==> src/common/fault_log_map.svh <==
`ifndef FAULT_LOG_MAP_SVH
`define FAULT_LOG_MAP_SVH

// Record layout, in record byte numbers
`define FL_BYTE_COUNT 8'hFF
`define FL_IDX_POS_LAST 8'h00
`define FL_IDX_VALID_CNT 8'h01
`define FL_IDX_PEAK6 8'h28
`define FL_IDX_STATUS0 8'h30
`define FL_IDX_CYCLIC 8'h48
`define FL_IDX_CYCLIC_LAST 8'hED
`define FL_IDX_LAST 8'hFE
`define FL_CYCLIC_BYTES 8'hA6
`define FL_ALL_VALID 8'hFF
`define FL_RESERVED_BYTE 8'h00

// Loop layout
`define FL_LOOP_BYTES 6'h2E
`define FL_LOOP_LAST_POS 6'h2D
`define FL_POS_VIN 6'h0A
`define FL_POS_CH2 6'h0D
`define FL_POS_TEMP 6'h17
`define FL_POS_CH4 6'h1A

// Ring memory: four whole loops
`define FL_RING_DEPTH 184
`define FL_RING_LAST 8'hB7

`endif

==> src/common/fault_log_pkg.sv <==
package fault_log_pkg;

	// One conversion's worth of telemetry
	typedef struct packed {
		logic [7:0][15:0] read_vout;
		logic [7:0][7:0] status_vout;
		logic [7:0][7:0] status_mfr;
		logic [7:0][15:0] status_ext;
		logic [15:0] read_vin;
		logic [7:0] status_vin;
		logic [15:0] read_temp;
		logic [7:0] status_temp;
	} telemetry_t;

	// Peak and minimum of the last two channels
	typedef struct packed {
		logic [1:0][15:0] vout_peak;
		logic [1:0][15:0] vout_min;
	} extremes_t;

	typedef enum logic [1:0] {
		RD_IDLE = 2'b00,
		RD_COUNT = 2'b01,
		RD_DATA = 2'b10
	} read_state_t;

	typedef enum logic {
		WR_IDLE = 1'b0,
		WR_LOOP = 1'b1
	} write_state_t;

endpackage : fault_log_pkg

==> src/verilog/fault_log_ring.sv <==
`timescale 1ns/10ps
`default_nettype none

`include "fault_log_map.svh"

module fault_log_ring (
	// Clock and reset
	input wire logic clk,
	input wire logic rst_b,
	input wire logic ce,
	// Write port
	input wire logic wr_en,
	input wire logic [7:0] wr_addr,
	input wire logic [7:0] wr_data,
	// Read port
	input wire logic rd_en,
	input wire logic [7:0] rd_addr,
	output logic [7:0] rd_data
);

	logic [7:0] mem [0:`FL_RING_DEPTH-1];

	always_ff @(posedge clk) begin
		if (ce && wr_en) begin
			mem[wr_addr] <= wr_data;
		end
	end

	always_ff @(posedge clk or negedge rst_b) begin
		if (!rst_b) begin
			rd_data <= 8'h00;
		end else if (ce && rd_en) begin
			rd_data <= mem[rd_addr];
		end
	end

endmodule : fault_log_ring

`default_nettype wire

==> src/verilog/fault_log_readout.sv <==
`timescale 1ns/10ps
`default_nettype none

`include "fault_log_map.svh"

module fault_log_readout
	import fault_log_pkg::*;
(
	// Clock and reset
	input wire logic clk,
	input wire logic rst_b,
	input wire logic ce,
	// Telemetry side
	input wire logic conv_done,
	input wire telemetry_t conv_data,
	input wire extremes_t extremes,
	input wire logic log_lock,
	// Block read side
	input wire logic rd_start,
	input wire logic byte_req,
	output logic [7:0] byte_data,
	output logic byte_valid,
	output logic byte_last,
	// Status
	output logic loop_busy
);

	// ********************************
	// Loop formatting
	// ********************************

	// Byte at a given loop position of one conversion
	function automatic logic [7:0] loop_byte(input telemetry_t t, input logic [5:0] pos);
		logic [5:0] rel;
		logic [2:0] ch;
		logic [2:0] slot;
		logic [15:0] word;
		rel = pos;
		ch = 3'd0;
		slot = 3'd0;
		word = 16'h0000;
		loop_byte = 8'h00;
		if (pos >= `FL_POS_VIN && pos < `FL_POS_CH2) begin
			word = t.read_vin;
			loop_byte = (pos == `FL_POS_VIN + 6'h02) ? t.status_vin :
				(pos == `FL_POS_VIN) ? word[7:0] : word[15:8];
		end else if (pos >= `FL_POS_TEMP && pos < `FL_POS_CH4) begin
			word = t.read_temp;
			loop_byte = (pos == `FL_POS_TEMP + 6'h02) ? t.status_temp :
				(pos == `FL_POS_TEMP) ? word[7:0] : word[15:8];
		end else begin
			if (pos >= `FL_POS_CH4) begin
				rel = pos - `FL_POS_CH4 + 6'h14;
			end else if (pos >= `FL_POS_CH2) begin
				rel = pos - `FL_POS_CH2 + 6'h0A;
			end
			ch = 3'(rel / 6'h05);
			slot = 3'(rel % 6'h05);
			word = t.read_vout[ch];
			case (slot)
				3'd0: loop_byte = word[7:0];
				3'd1: loop_byte = word[15:8];
				3'd2: loop_byte = t.status_vout[ch];
				3'd3: loop_byte = t.status_mfr[ch];
				// Upper reserved half is dropped
				default: loop_byte = t.status_ext[ch][7:0];
			endcase
		end
	endfunction : loop_byte

	// ********************************
	// Conversion capture and ring writes
	// ********************************

	write_state_t wr_state_reg;
	telemetry_t conv_reg;
	logic [5:0] wr_pos_reg;
	logic [7:0] wr_addr_reg;
	logic [7:0] last_addr_reg;
	logic [5:0] last_pos_reg;
	logic [7:0] valid_cnt_reg;
	logic wr_en;

	assign wr_en = (wr_state_reg == WR_LOOP) && !log_lock;
	assign loop_busy = (wr_state_reg == WR_LOOP);

	always_ff @(posedge clk or negedge rst_b) begin
		if (!rst_b) begin
			wr_state_reg <= WR_IDLE;
			wr_pos_reg <= 6'h00;
			conv_reg <= '0;
		end else if (ce) begin
			case (wr_state_reg)
				WR_IDLE: begin
					if (conv_done && !log_lock) begin
						conv_reg <= conv_data;
						wr_pos_reg <= 6'h00;
						wr_state_reg <= WR_LOOP;
					end
				end
				default: begin
					if (log_lock || wr_pos_reg == `FL_LOOP_LAST_POS) begin
						wr_state_reg <= WR_IDLE;
					end else begin
						wr_pos_reg <= wr_pos_reg + 6'h01;
					end
				end
			endcase
		end
	end

	// Ring pointer and the pointer snapshot that the lock freezes
	always_ff @(posedge clk or negedge rst_b) begin
		if (!rst_b) begin
			wr_addr_reg <= 8'h00;
			last_addr_reg <= `FL_RING_LAST;
			last_pos_reg <= `FL_LOOP_LAST_POS;
		end else if (ce && wr_en) begin
			last_addr_reg <= wr_addr_reg;
			last_pos_reg <= wr_pos_reg;
			wr_addr_reg <= (wr_addr_reg == `FL_RING_LAST) ? 8'h00 : wr_addr_reg + 8'h01;
		end
	end

	always_ff @(posedge clk or negedge rst_b) begin
		if (!rst_b) begin
			valid_cnt_reg <= 8'h00;
		end else if (ce && wr_en && valid_cnt_reg != `FL_CYCLIC_BYTES) begin
			valid_cnt_reg <= valid_cnt_reg + 8'h01;
		end
	end

	// ********************************
	// Block read sequencing
	// ********************************

	read_state_t rd_state_reg;
	logic [7:0] idx_reg;
	logic [7:0] rd_ptr_reg;
	logic pend_reg;
	logic pend_count_reg;
	logic [7:0] pend_idx_reg;
	logic in_cyclic;
	logic [7:0] ring_data;
	logic [7:0] pre_byte;

	assign in_cyclic = (idx_reg >= `FL_IDX_CYCLIC) && (idx_reg <= `FL_IDX_CYCLIC_LAST);

	fault_log_ring ring (
		.clk(clk),
		.rst_b(rst_b),
		.ce(ce),
		.wr_en(wr_en),
		.wr_addr(wr_addr_reg),
		.wr_data(loop_byte(conv_reg, wr_pos_reg)),
		.rd_en(byte_req && rd_state_reg == RD_DATA && in_cyclic),
		.rd_addr(rd_ptr_reg),
		.rd_data(ring_data)
	);

	always_ff @(posedge clk or negedge rst_b) begin
		if (!rst_b) begin
			rd_state_reg <= RD_IDLE;
			idx_reg <= 8'h00;
			rd_ptr_reg <= 8'h00;
		end else if (ce) begin
			if (rd_start) begin
				rd_state_reg <= RD_COUNT;
				idx_reg <= `FL_IDX_POS_LAST;
				rd_ptr_reg <= last_addr_reg;
			end else if (byte_req) begin
				case (rd_state_reg)
					RD_COUNT: rd_state_reg <= RD_DATA;
					RD_DATA: begin
						if (idx_reg == `FL_IDX_LAST) begin
							rd_state_reg <= RD_IDLE;
						end
						idx_reg <= idx_reg + 8'h01;
						// Step back, wrap into older loop
						if (in_cyclic) begin
							rd_ptr_reg <= (rd_ptr_reg == 8'h00) ? `FL_RING_LAST :
								rd_ptr_reg - 8'h01;
						end
					end
					default: rd_state_reg <= RD_IDLE;
				endcase
			end
		end
	end

	always_ff @(posedge clk or negedge rst_b) begin
		if (!rst_b) begin
			pend_reg <= 1'b0;
			pend_count_reg <= 1'b0;
			pend_idx_reg <= 8'h00;
		end else if (ce) begin
			pend_reg <= byte_req && !rd_start && rd_state_reg != RD_IDLE;
			pend_count_reg <= (rd_state_reg == RD_COUNT);
			pend_idx_reg <= idx_reg;
		end
	end

	always_comb begin
		logic [7:0] k;
		logic [2:0] ch;
		logic [1:0] r;
		logic [15:0] w;
		k = 8'h00;
		ch = 3'd0;
		r = 2'd0;
		w = 16'h0000;
		pre_byte = 8'h00;
		if (pend_idx_reg == `FL_IDX_POS_LAST) begin
			pre_byte = {2'b00, last_pos_reg};
		end else if (pend_idx_reg == `FL_IDX_VALID_CNT) begin
			// Full area reads as all valid
			pre_byte = (valid_cnt_reg == `FL_CYCLIC_BYTES) ? `FL_ALL_VALID : valid_cnt_reg;
		end else if (pend_idx_reg >= `FL_IDX_PEAK6 && pend_idx_reg < `FL_IDX_STATUS0) begin
			k = pend_idx_reg - `FL_IDX_PEAK6;
			w = k[1] ? extremes.vout_min[k[2]] : extremes.vout_peak[k[2]];
			pre_byte = k[0] ? w[15:8] : w[7:0];
		end else if (pend_idx_reg >= `FL_IDX_STATUS0 && pend_idx_reg < `FL_IDX_CYCLIC) begin
			k = pend_idx_reg - `FL_IDX_STATUS0;
			ch = 3'(k / 8'h03);
			r = 2'(k % 8'h03);
			case (r)
				2'd0: pre_byte = conv_reg.status_vout[ch];
				2'd1: pre_byte = conv_reg.status_mfr[ch];
				default: pre_byte = conv_reg.status_ext[ch][7:0];
			endcase
		end
	end

	// ********************************
	// Byte output
	// ********************************

	always_ff @(posedge clk or negedge rst_b) begin
		if (!rst_b) begin
			byte_data <= 8'h00;
			byte_valid <= 1'b0;
			byte_last <= 1'b0;
		end else if (ce) begin
			byte_valid <= pend_reg;
			byte_last <= pend_reg && !pend_count_reg && pend_idx_reg == `FL_IDX_LAST;
			if (pend_reg) begin
				if (pend_count_reg) begin
					byte_data <= `FL_BYTE_COUNT;
				end else if (pend_idx_reg >= `FL_IDX_CYCLIC &&
					pend_idx_reg <= `FL_IDX_CYCLIC_LAST) begin
					byte_data <= ring_data;
				end else if (pend_idx_reg > `FL_IDX_CYCLIC_LAST) begin
					byte_data <= `FL_RESERVED_BYTE;
				end else begin
					byte_data <= pre_byte;
				end
			end
		end
	end

endmodule : fault_log_readout

`default_nettype wire

==> config.mk <==
export PLATFORM = sky130hd
export DESIGN_NAME = fault_log_readout
export DESIGN_NICKNAME = d
export VERILOG_FILES = /design/src/common/fault_log_pkg.sv /design/src/verilog/fault_log_ring.sv /design/src/verilog/fault_log_readout.sv
export VERILOG_INCLUDE_DIRS = /design/src /design/src/common
export SDC_FILE = /design/constraint.sdc
export NUM_CORES = 2
export LEC_CHECK = 0
export BUFFER_PORTS_ARGS = -buffer_cell sky130_fd_sc_hd__buf_2
export CELL_PAD_IN_SITES_DETAIL_PLACEMENT = 1
export CELL_PAD_IN_SITES_GLOBAL_PLACEMENT = 1
export CORE_AREA = 2 2 393 395
export CTS_BUF_LIST = sky130_fd_sc_hd__clkbuf_8
export CTS_CLUSTER_DIAMETER = 60
export DETAILED_ROUTE_END_ITERATION = 12
export DIE_AREA = 0 0 395 397
export PLACE_DENSITY = 0.88
export SLEW_MARGIN = 15
export SYNTH_ARGS = -nofsm -noshare
export SYNTH_HDL_FRONTEND = slang
export SYNTH_SLANG_ARGS = --single-unit
==> constraint.sdc <==
create_clock -name clk -period 17.45 [get_ports clk]
set_clock_uncertainty 0.05 [all_clocks]
set_input_delay 1.745 -clock clk [delete_from_list [all_inputs] [get_ports clk]]
set_output_delay 1.745 -clock clk [all_outputs]
set_load 0.03 [all_outputs]
==> After elaboration in Yosys (flattened, before gate mapping) <==
Memories as Yosys holds them, arrays and structs flattened. A register that Yosys moved wholly into a read port is not among the register bits.
Cells that the tools add are included.
{ "op_classes": {"addsub": 11, "div_mod_pow": 4, "n_lt_le_gt_ge": 18, "n_eq_ne": 19, "mux": 61, "bitwise_logic": 1, "n_reduce_logical": 37} }
{ "ops": {"columns": ["operator", "count"], "rows": [
  ["$mux W8", 30],
  ["$bmux W16 S3", 3],
  ["$bmux W8 S3", 4],
  ["$mux W16", 6],
  ["$mux W6", 7],
  ["$eq A8 B8 Y1 const B", 4],
  ["$pmux W8 S4", 1],
  ["$add A8 B1 Y8 const B", 3],
  ["$logic_and A1 B1 Y1", 17],
  ["$ge A8 B6 Y1 const B", 2],
  ["$ge A8 B7 Y1 const B", 2],
  ["$le A8 B8 Y1 const B", 2],
  ["$logic_not A8 Y1", 2],
  ["$pmux W8 S2", 1],
  ["$eq A6 B4 Y1 const B", 2],
  ["$eq A6 B5 Y1 const B", 2],
  ["$ge A6 B4 Y1 const B", 2],
  ["$ge A6 B5 Y1 const B", 2],
  ["$reduce_and A3 Y1", 4],
  ["$reduce_bool A2 Y1", 5],
  ["$div A8 B2 Y8 const B", 1],
  ["$eq A8 B1 Y1 const B", 1],
  ["$gt A8 B8 Y1 const B", 1],
  ["$lt A3 B4 Y1 const B", 2],
  ["other kinds (34)", 45]
]} }
{ "word_totals": {"reg_bits": 507, "ram_bits": 1472, "output_inout_bits": 11, "mem_count": 1} }
{ "mem_list": {"columns": ["name", "words", "word_bits", "rd", "rd_clocked_by_memory_dff", "wr", "line", "source"], "rows": [
  ["ring.mem", 184, 8, 1, 1, 1, "fault_log_ring.sv:21", "logic [7:0] mem [0:`FL_RING_DEPTH-1];"]
]} }

==> Logic depth before layout (Yosys ltp) <==
{ "depth": {"ltp_word": 12, "mapped_depth": 33} }

==> Cells and area by module <==
Synthesis repeated with hierarchy kept, for this count alone.
{ "unflattened": {"cells_unflattened": 5074, "area_unflattened_um2": 82172.6} }
{ "by_module_without_submodules": {"columns": ["module", "instances", "cells_per_inst", "area_each_um2", "seq_area_each_um2"], "rows": [
  ["fault_log_ring", 1, 2582, 57436.3, 44402.6],
  ["fault_log_readout", 1, 2492, 24736.2, 11098.1]
]} }

==> Least setup slack after synthesis <==
OpenSTA, ideal clock, no wires.
{ "synth_timing": {"path_type": "register -> register", "start": "reg wr_pos_reg[2]", "end": "mem ring.mem[0][1] (data pin)", "setup_time_ps": 1673, "arrival_time_ps": 12944, "path_slack_ps": 2783, "stages_incl_launch_ff": 31, "n_path_buf": 3, "period_less_slack_ps": 14667, "path_cell_list": "dfrtp_1 -> buf_2 -> inv_1 -> ha_1 -> and3b_1 -> a211oi_2 -> a21o_1 -> nand2_2 -> ha_1 -> and4_1 -> a311o_1 -> a32oi_4 -> nand2_1 -> inv_1 -> ha_1 -> inv_1 -> a21o_1 -> nor3_1 -> nor2_1 -> ha_1 -> nand2b_1 -> nand2_1 -> or3_4 -> nand3_1 -> buf_6 -> buf_2 -> nand2_1 -> a221oi_1 -> a21oi_1 -> o211a_1 -> a211oi_1"} }
{ "synth_via": {"elab_chain_len": 12, "elab_cells_between_ends": 41} }
{ "synth_rtl": {"columns": ["item", "line", "source"], "rows": [
  ["start, declared", "fault_log_readout.sv:77", "logic [5:0] wr_pos_reg;"],
  ["start signal, assigned", "fault_log_readout.sv:105", "wr_pos_reg <= wr_pos_reg + 6'h01;"],
  ["$sub A6 B4 Y6 (no line)", null, null],
  ["$add A6 B4 Y6", "fault_log_readout.sv:55", "rel = pos - `FL_POS_CH2 + 6'h0A;"],
  ["$mux W6", "fault_log_readout.sv:54", "end else if (pos >= `FL_POS_CH2) begin"],
  ["$mux W6", "fault_log_readout.sv:52", "if (pos >= `FL_POS_CH4) begin"],
  ["$mux W6", "fault_log_readout.sv:47", "end else if (pos >= `FL_POS_TEMP && pos < `FL_POS_CH4) begin"],
  ["$mux W6", "fault_log_readout.sv:43", "if (pos >= `FL_POS_VIN && pos < `FL_POS_CH2) begin"],
  ["$div A6 B3 Y6", "fault_log_readout.sv:57", "ch = 3'(rel / 6'h05);"],
  ["$bmux W16 S3 (tied with other cells)", "fault_log_readout.sv:66", "default: loop_byte = t.status_ext[ch][7:0];"],
  ["$mux W8 (implied by the code) (tied with other cells)", "fault_log_readout.sv:66", null],
  ["$pmux W8 S4", "fault_log_readout.sv:60", "case (slot)"],
  ["$mux W8", "fault_log_readout.sv:47", null],
  ["$mux W8 *", "fault_log_readout.sv:43", null],
  ["via ring.wr_data[1]", "fault_log_ring.sv:14", "input wire logic [7:0] wr_data,"],
  ["end, declared", "fault_log_ring.sv:21", null]
]} }
Mark *: on every way through the listed nets, which the timed path passes. The rest lies on a longest branch. The select of a mux whose other input is x is not followed.

==> Final worst setup path <==
{ "layout_timing": {"start": "reg wr_pos_reg[2]", "end": "mem ring.mem[128][1] (data pin)"} }
Same word-level chain as after synthesis.

==> impl_results.md <==
* Switch Pwr at 4.71 mW
* Longest Clk Path Bufs at 4
* EDFF count, synth at between 1,000 and 1,500
* Clock Power Share at 0.280
* Most frequent CP cell: nand2_1
* Root Buffer: clkbuf_8
* Post-layout min period at 11.69 ns
* Mux contribution to synthesized area at 0.203
* DR pass1 iterations at 6
* RSZ-0062 raised after global routing: no
* Core area at 153,000 µm²
* Status: finished clean
* Multi-input logic area at 25,100 µm²
* Synthesized area per cell at 17.0 µm²
* HP Class: reg2reg
* Largest family of logic cells by synthesized area: multiplexers
* Fill cell count at 13,800
* YS warnings at 0
* Post-CTS Hold Buffers at 0
* Leading cell types in the layout, fill and taps excluded: edfxtp_1 (1,472), mux4_2 (497), buf_2 (448)
* Seq cells post-synth at just under 2,000
* P_int at 9.37 mW
* Static Leak at around 33 nW
* Hold Startpoint: last_addr_reg[5]
* Critical path class: reg2reg
* Delay of the slowest cell on the worst path at 1.02 ns
* Vias in the first global route at between 50,000 and 60,000
* Tcrit/Tclk final at 0.670
* Hold Crit Endpoint: last_addr_reg[5]
* Maximum vdd drop at 0.168 mV
* R2r setup slk at 5.76 ns
* Die H at 397 µm
* Register area share after synthesis at 0.678
* Hold Fails Final Rpt at 0
* Avg Vias per Cell at between 6 and 7
* Initial antenna violation count at 87
* Flip-flop count of the largest register after layout at 1,472
* Number of placement rows at 144
* Clock-pin slew on the worst setup and hold paths at around 0.08 ns
* Synth Cell Area at 81,800 µm²
* Num CTS Buffers at ~330
* Reg2reg path depth at 32
* CP Data Required Time at 18.02 ns
* Die Span X at between 300 and 400 µm
* Async set or reset register ratio after synthesis at 0.235
* Crit path max-delay cell type: buf_4
* Largest net degree at the start of global routing at 185
* GRT Util Overall at 0.348
* Synth Area in Simple Gates at 0.0552
* IO buf count at approximately 450
* Final worst setup slack at between 5 and 6 ns
* Worst R2R End: ring.mem[128][1]
* Layout Nets at 5,904
* FMAX at 85.5 MHz
* Setup Buffers After CTS at 0
* Syn_nets at 5,352
* Worst-Margin Slew at 1.33 ns
* Boundary pin count at between 500 and 600
* Worst Hold Depth at 2
* Commonest non-fill, non-tap cell in the layout: edfxtp_1
* Max Cap Violations at 0
* DRT iter0 DRCs at roughly 8,000
* Grt ovf at 0
* Residual DRC at 0
* CP startpoint kind: flop
* Storage cell area at 55,500 µm²
* Final WL at ~280,000 µm
* Power per cell area at 152 nW/µm²
* CTS tree: built
* Post-synth top flop: edfxtp_1
* GP Congestion at 0.930
* Die area at roughly 160,000 µm²
* Post-route ant nets at 0
* Comb pwr share at 0.259
* Seq pwr share at 0.461
* R2R Path Start: wr_pos_reg[2]
* Routed len/inst at 35.8 µm
* Max-slew violations at 0
* Via count at 52,400
* Data arrival, critical path at 12.26 ns
* Starting Density at 0.535
* P&R area growth vs syn at 13.0%
* # H-tree levels at 5
* CTS Sinks at between 1,500 and 2,000
* Synth unique cells at 93
* Post-synthesis adder-cell area fraction at 0.00444
* Syn Inst Count at 4,820
* Switching share of power at 0.335
* Layout cell share with drive strength beyond 1 at 0.340
* Worst-Skew Late Latency at 1.03 ns
* Setup TNS at 0 ns
* Post-CTS sizing at 0
* # setup viols final at 0
* Max transition margin at 0.114
* Xor/xnor share of the synthesized area at 0.00214
* Global-route wire length before repair at 394,000 µm
* Compound-Gate Fraction of Synth Area at 0.0397
* Crit-path max FO at 93
* Dpl hpwl at 160,000 µm
* CP endpoint kind: flop
* Pre-CTS setup slack at 6.66 ns
==> critical path, delay by kind of cell (launching register included) <==
family | cells | cell delay, ns
buffers and inverters | 7 | 3.68
AO/OA/AOI/OAI | 9 | 2.74
AND/OR/NAND/NOR | 12 | 2.65
adder cells (fa/ha/maj) | 4 | 1.19
flip-flops | 1 | 0.75
==> how the worst max path moves through the flow <==
stage	startpoint	end	slack, ns	cells after the start
final	wr_pos_reg[2]	ring.mem[128][1]	5.76	32
after global routing	wr_pos_reg[2]	ring.mem[142][4]	5.33	32
after CTS	wr_pos_reg[2]	ring.mem[142][4]	6.28	32
after detailed placement	wr_pos_reg[2]	ring.mem[41][1]	6.66	32
after global placement	wr_pos_reg[2]	ring.mem[42][1]	7.17	31
after floorplan	wr_pos_reg[2]	ring.mem[0][1]	2.78	30
==> area by class of cell <==
| cell class | instances | area share |
|---|---|---|
| multi-input combinational | 2547 | 0.272 |
| inverter | 39 | 0.00158 |
| antenna | 73 | 0.00198 |
| clock inverter | 207 | 0.0116 |
| timing repair buffer | 533 | 0.0328 |
| clock buffer | 352 | 0.0524 |
| tap | 2044 | 0.0277 |
| sequential | 1923 | 0.600 |
==> cells by family after synthesis <==
| group | count (synthesis) |
|---|---|
| muxes | 987 |
| and+or+nand+nor | 1027 |
| AOI/OAI and AO/OA | 484 |
| DFF | 1923 |
| buffers and inverters | 350 |
| xor gates and xnor gates | 20 |
| adders and majority gates | 29 |
==> stage by stage <==
stage          utilization  power (mW)  hold WS (ns)  cells  area, µm²
5_1_grt              0.604        14.4         0.446   7713      92400
2_1_floorplan            -        8.66         0.387   4820      81800
3_5_place_dp         0.564        9.98         0.414   7083      86300
4_1_cts              0.603        14.0         0.425   7642      92200
3_3_place_gp         0.564        9.71         0.401   7083      86300
6_report             0.604        14.1         0.429   7718      92400
==> cell usage after synthesis (all sizes together) (12+ instances only) <==
cell type	number	area (µm²)
a31oi	28	175
a211oi	12	95.1
nor2	286	1070
nand4	22	138
o22ai	12	81.3
mux2	408	4590
a221oi	22	199
dfrtp	441	11000
a21oi	150	751
mux2i	82	821
mux4	497	11200
clkbuf	205	769
inv	39	146
edfxtp	1472	44200
ha	29	363
a32oi	12	124
a311o	13	130
and3	36	225
nand3	123	616
nor3	37	185
nand3b	12	90.1
buf	106	483
o21ai	95	479
nand2	432	1630
nor2b	13	81.3
==> power groups by stage <==
stage | clock network [mW] | logic, mW | registers (mW)
after floorplan | 0 | 2.06 | 6.60
after global placement | 0 | 3.18 | 6.53
after detailed placement | 0 | 3.41 | 6.56
after CTS | 3.95 | 3.53 | 6.48
after global routing | 4.12 | 3.76 | 6.52
final | 3.95 | 3.65 | 6.49
==> per-layer routing <==
metal	wire length, µm	part of all wire	track usage	vias to the layer above
met5	126	0.00046	0	-
met4	18900	0.068	0.208	18
met3	28700	0.10	0.0801	967
met2	133000	0.48	0.550	4128
met1	95200	0.34	0.444	27100
li1	-	-	-	20200
Power figures use the tool's default switching activity.
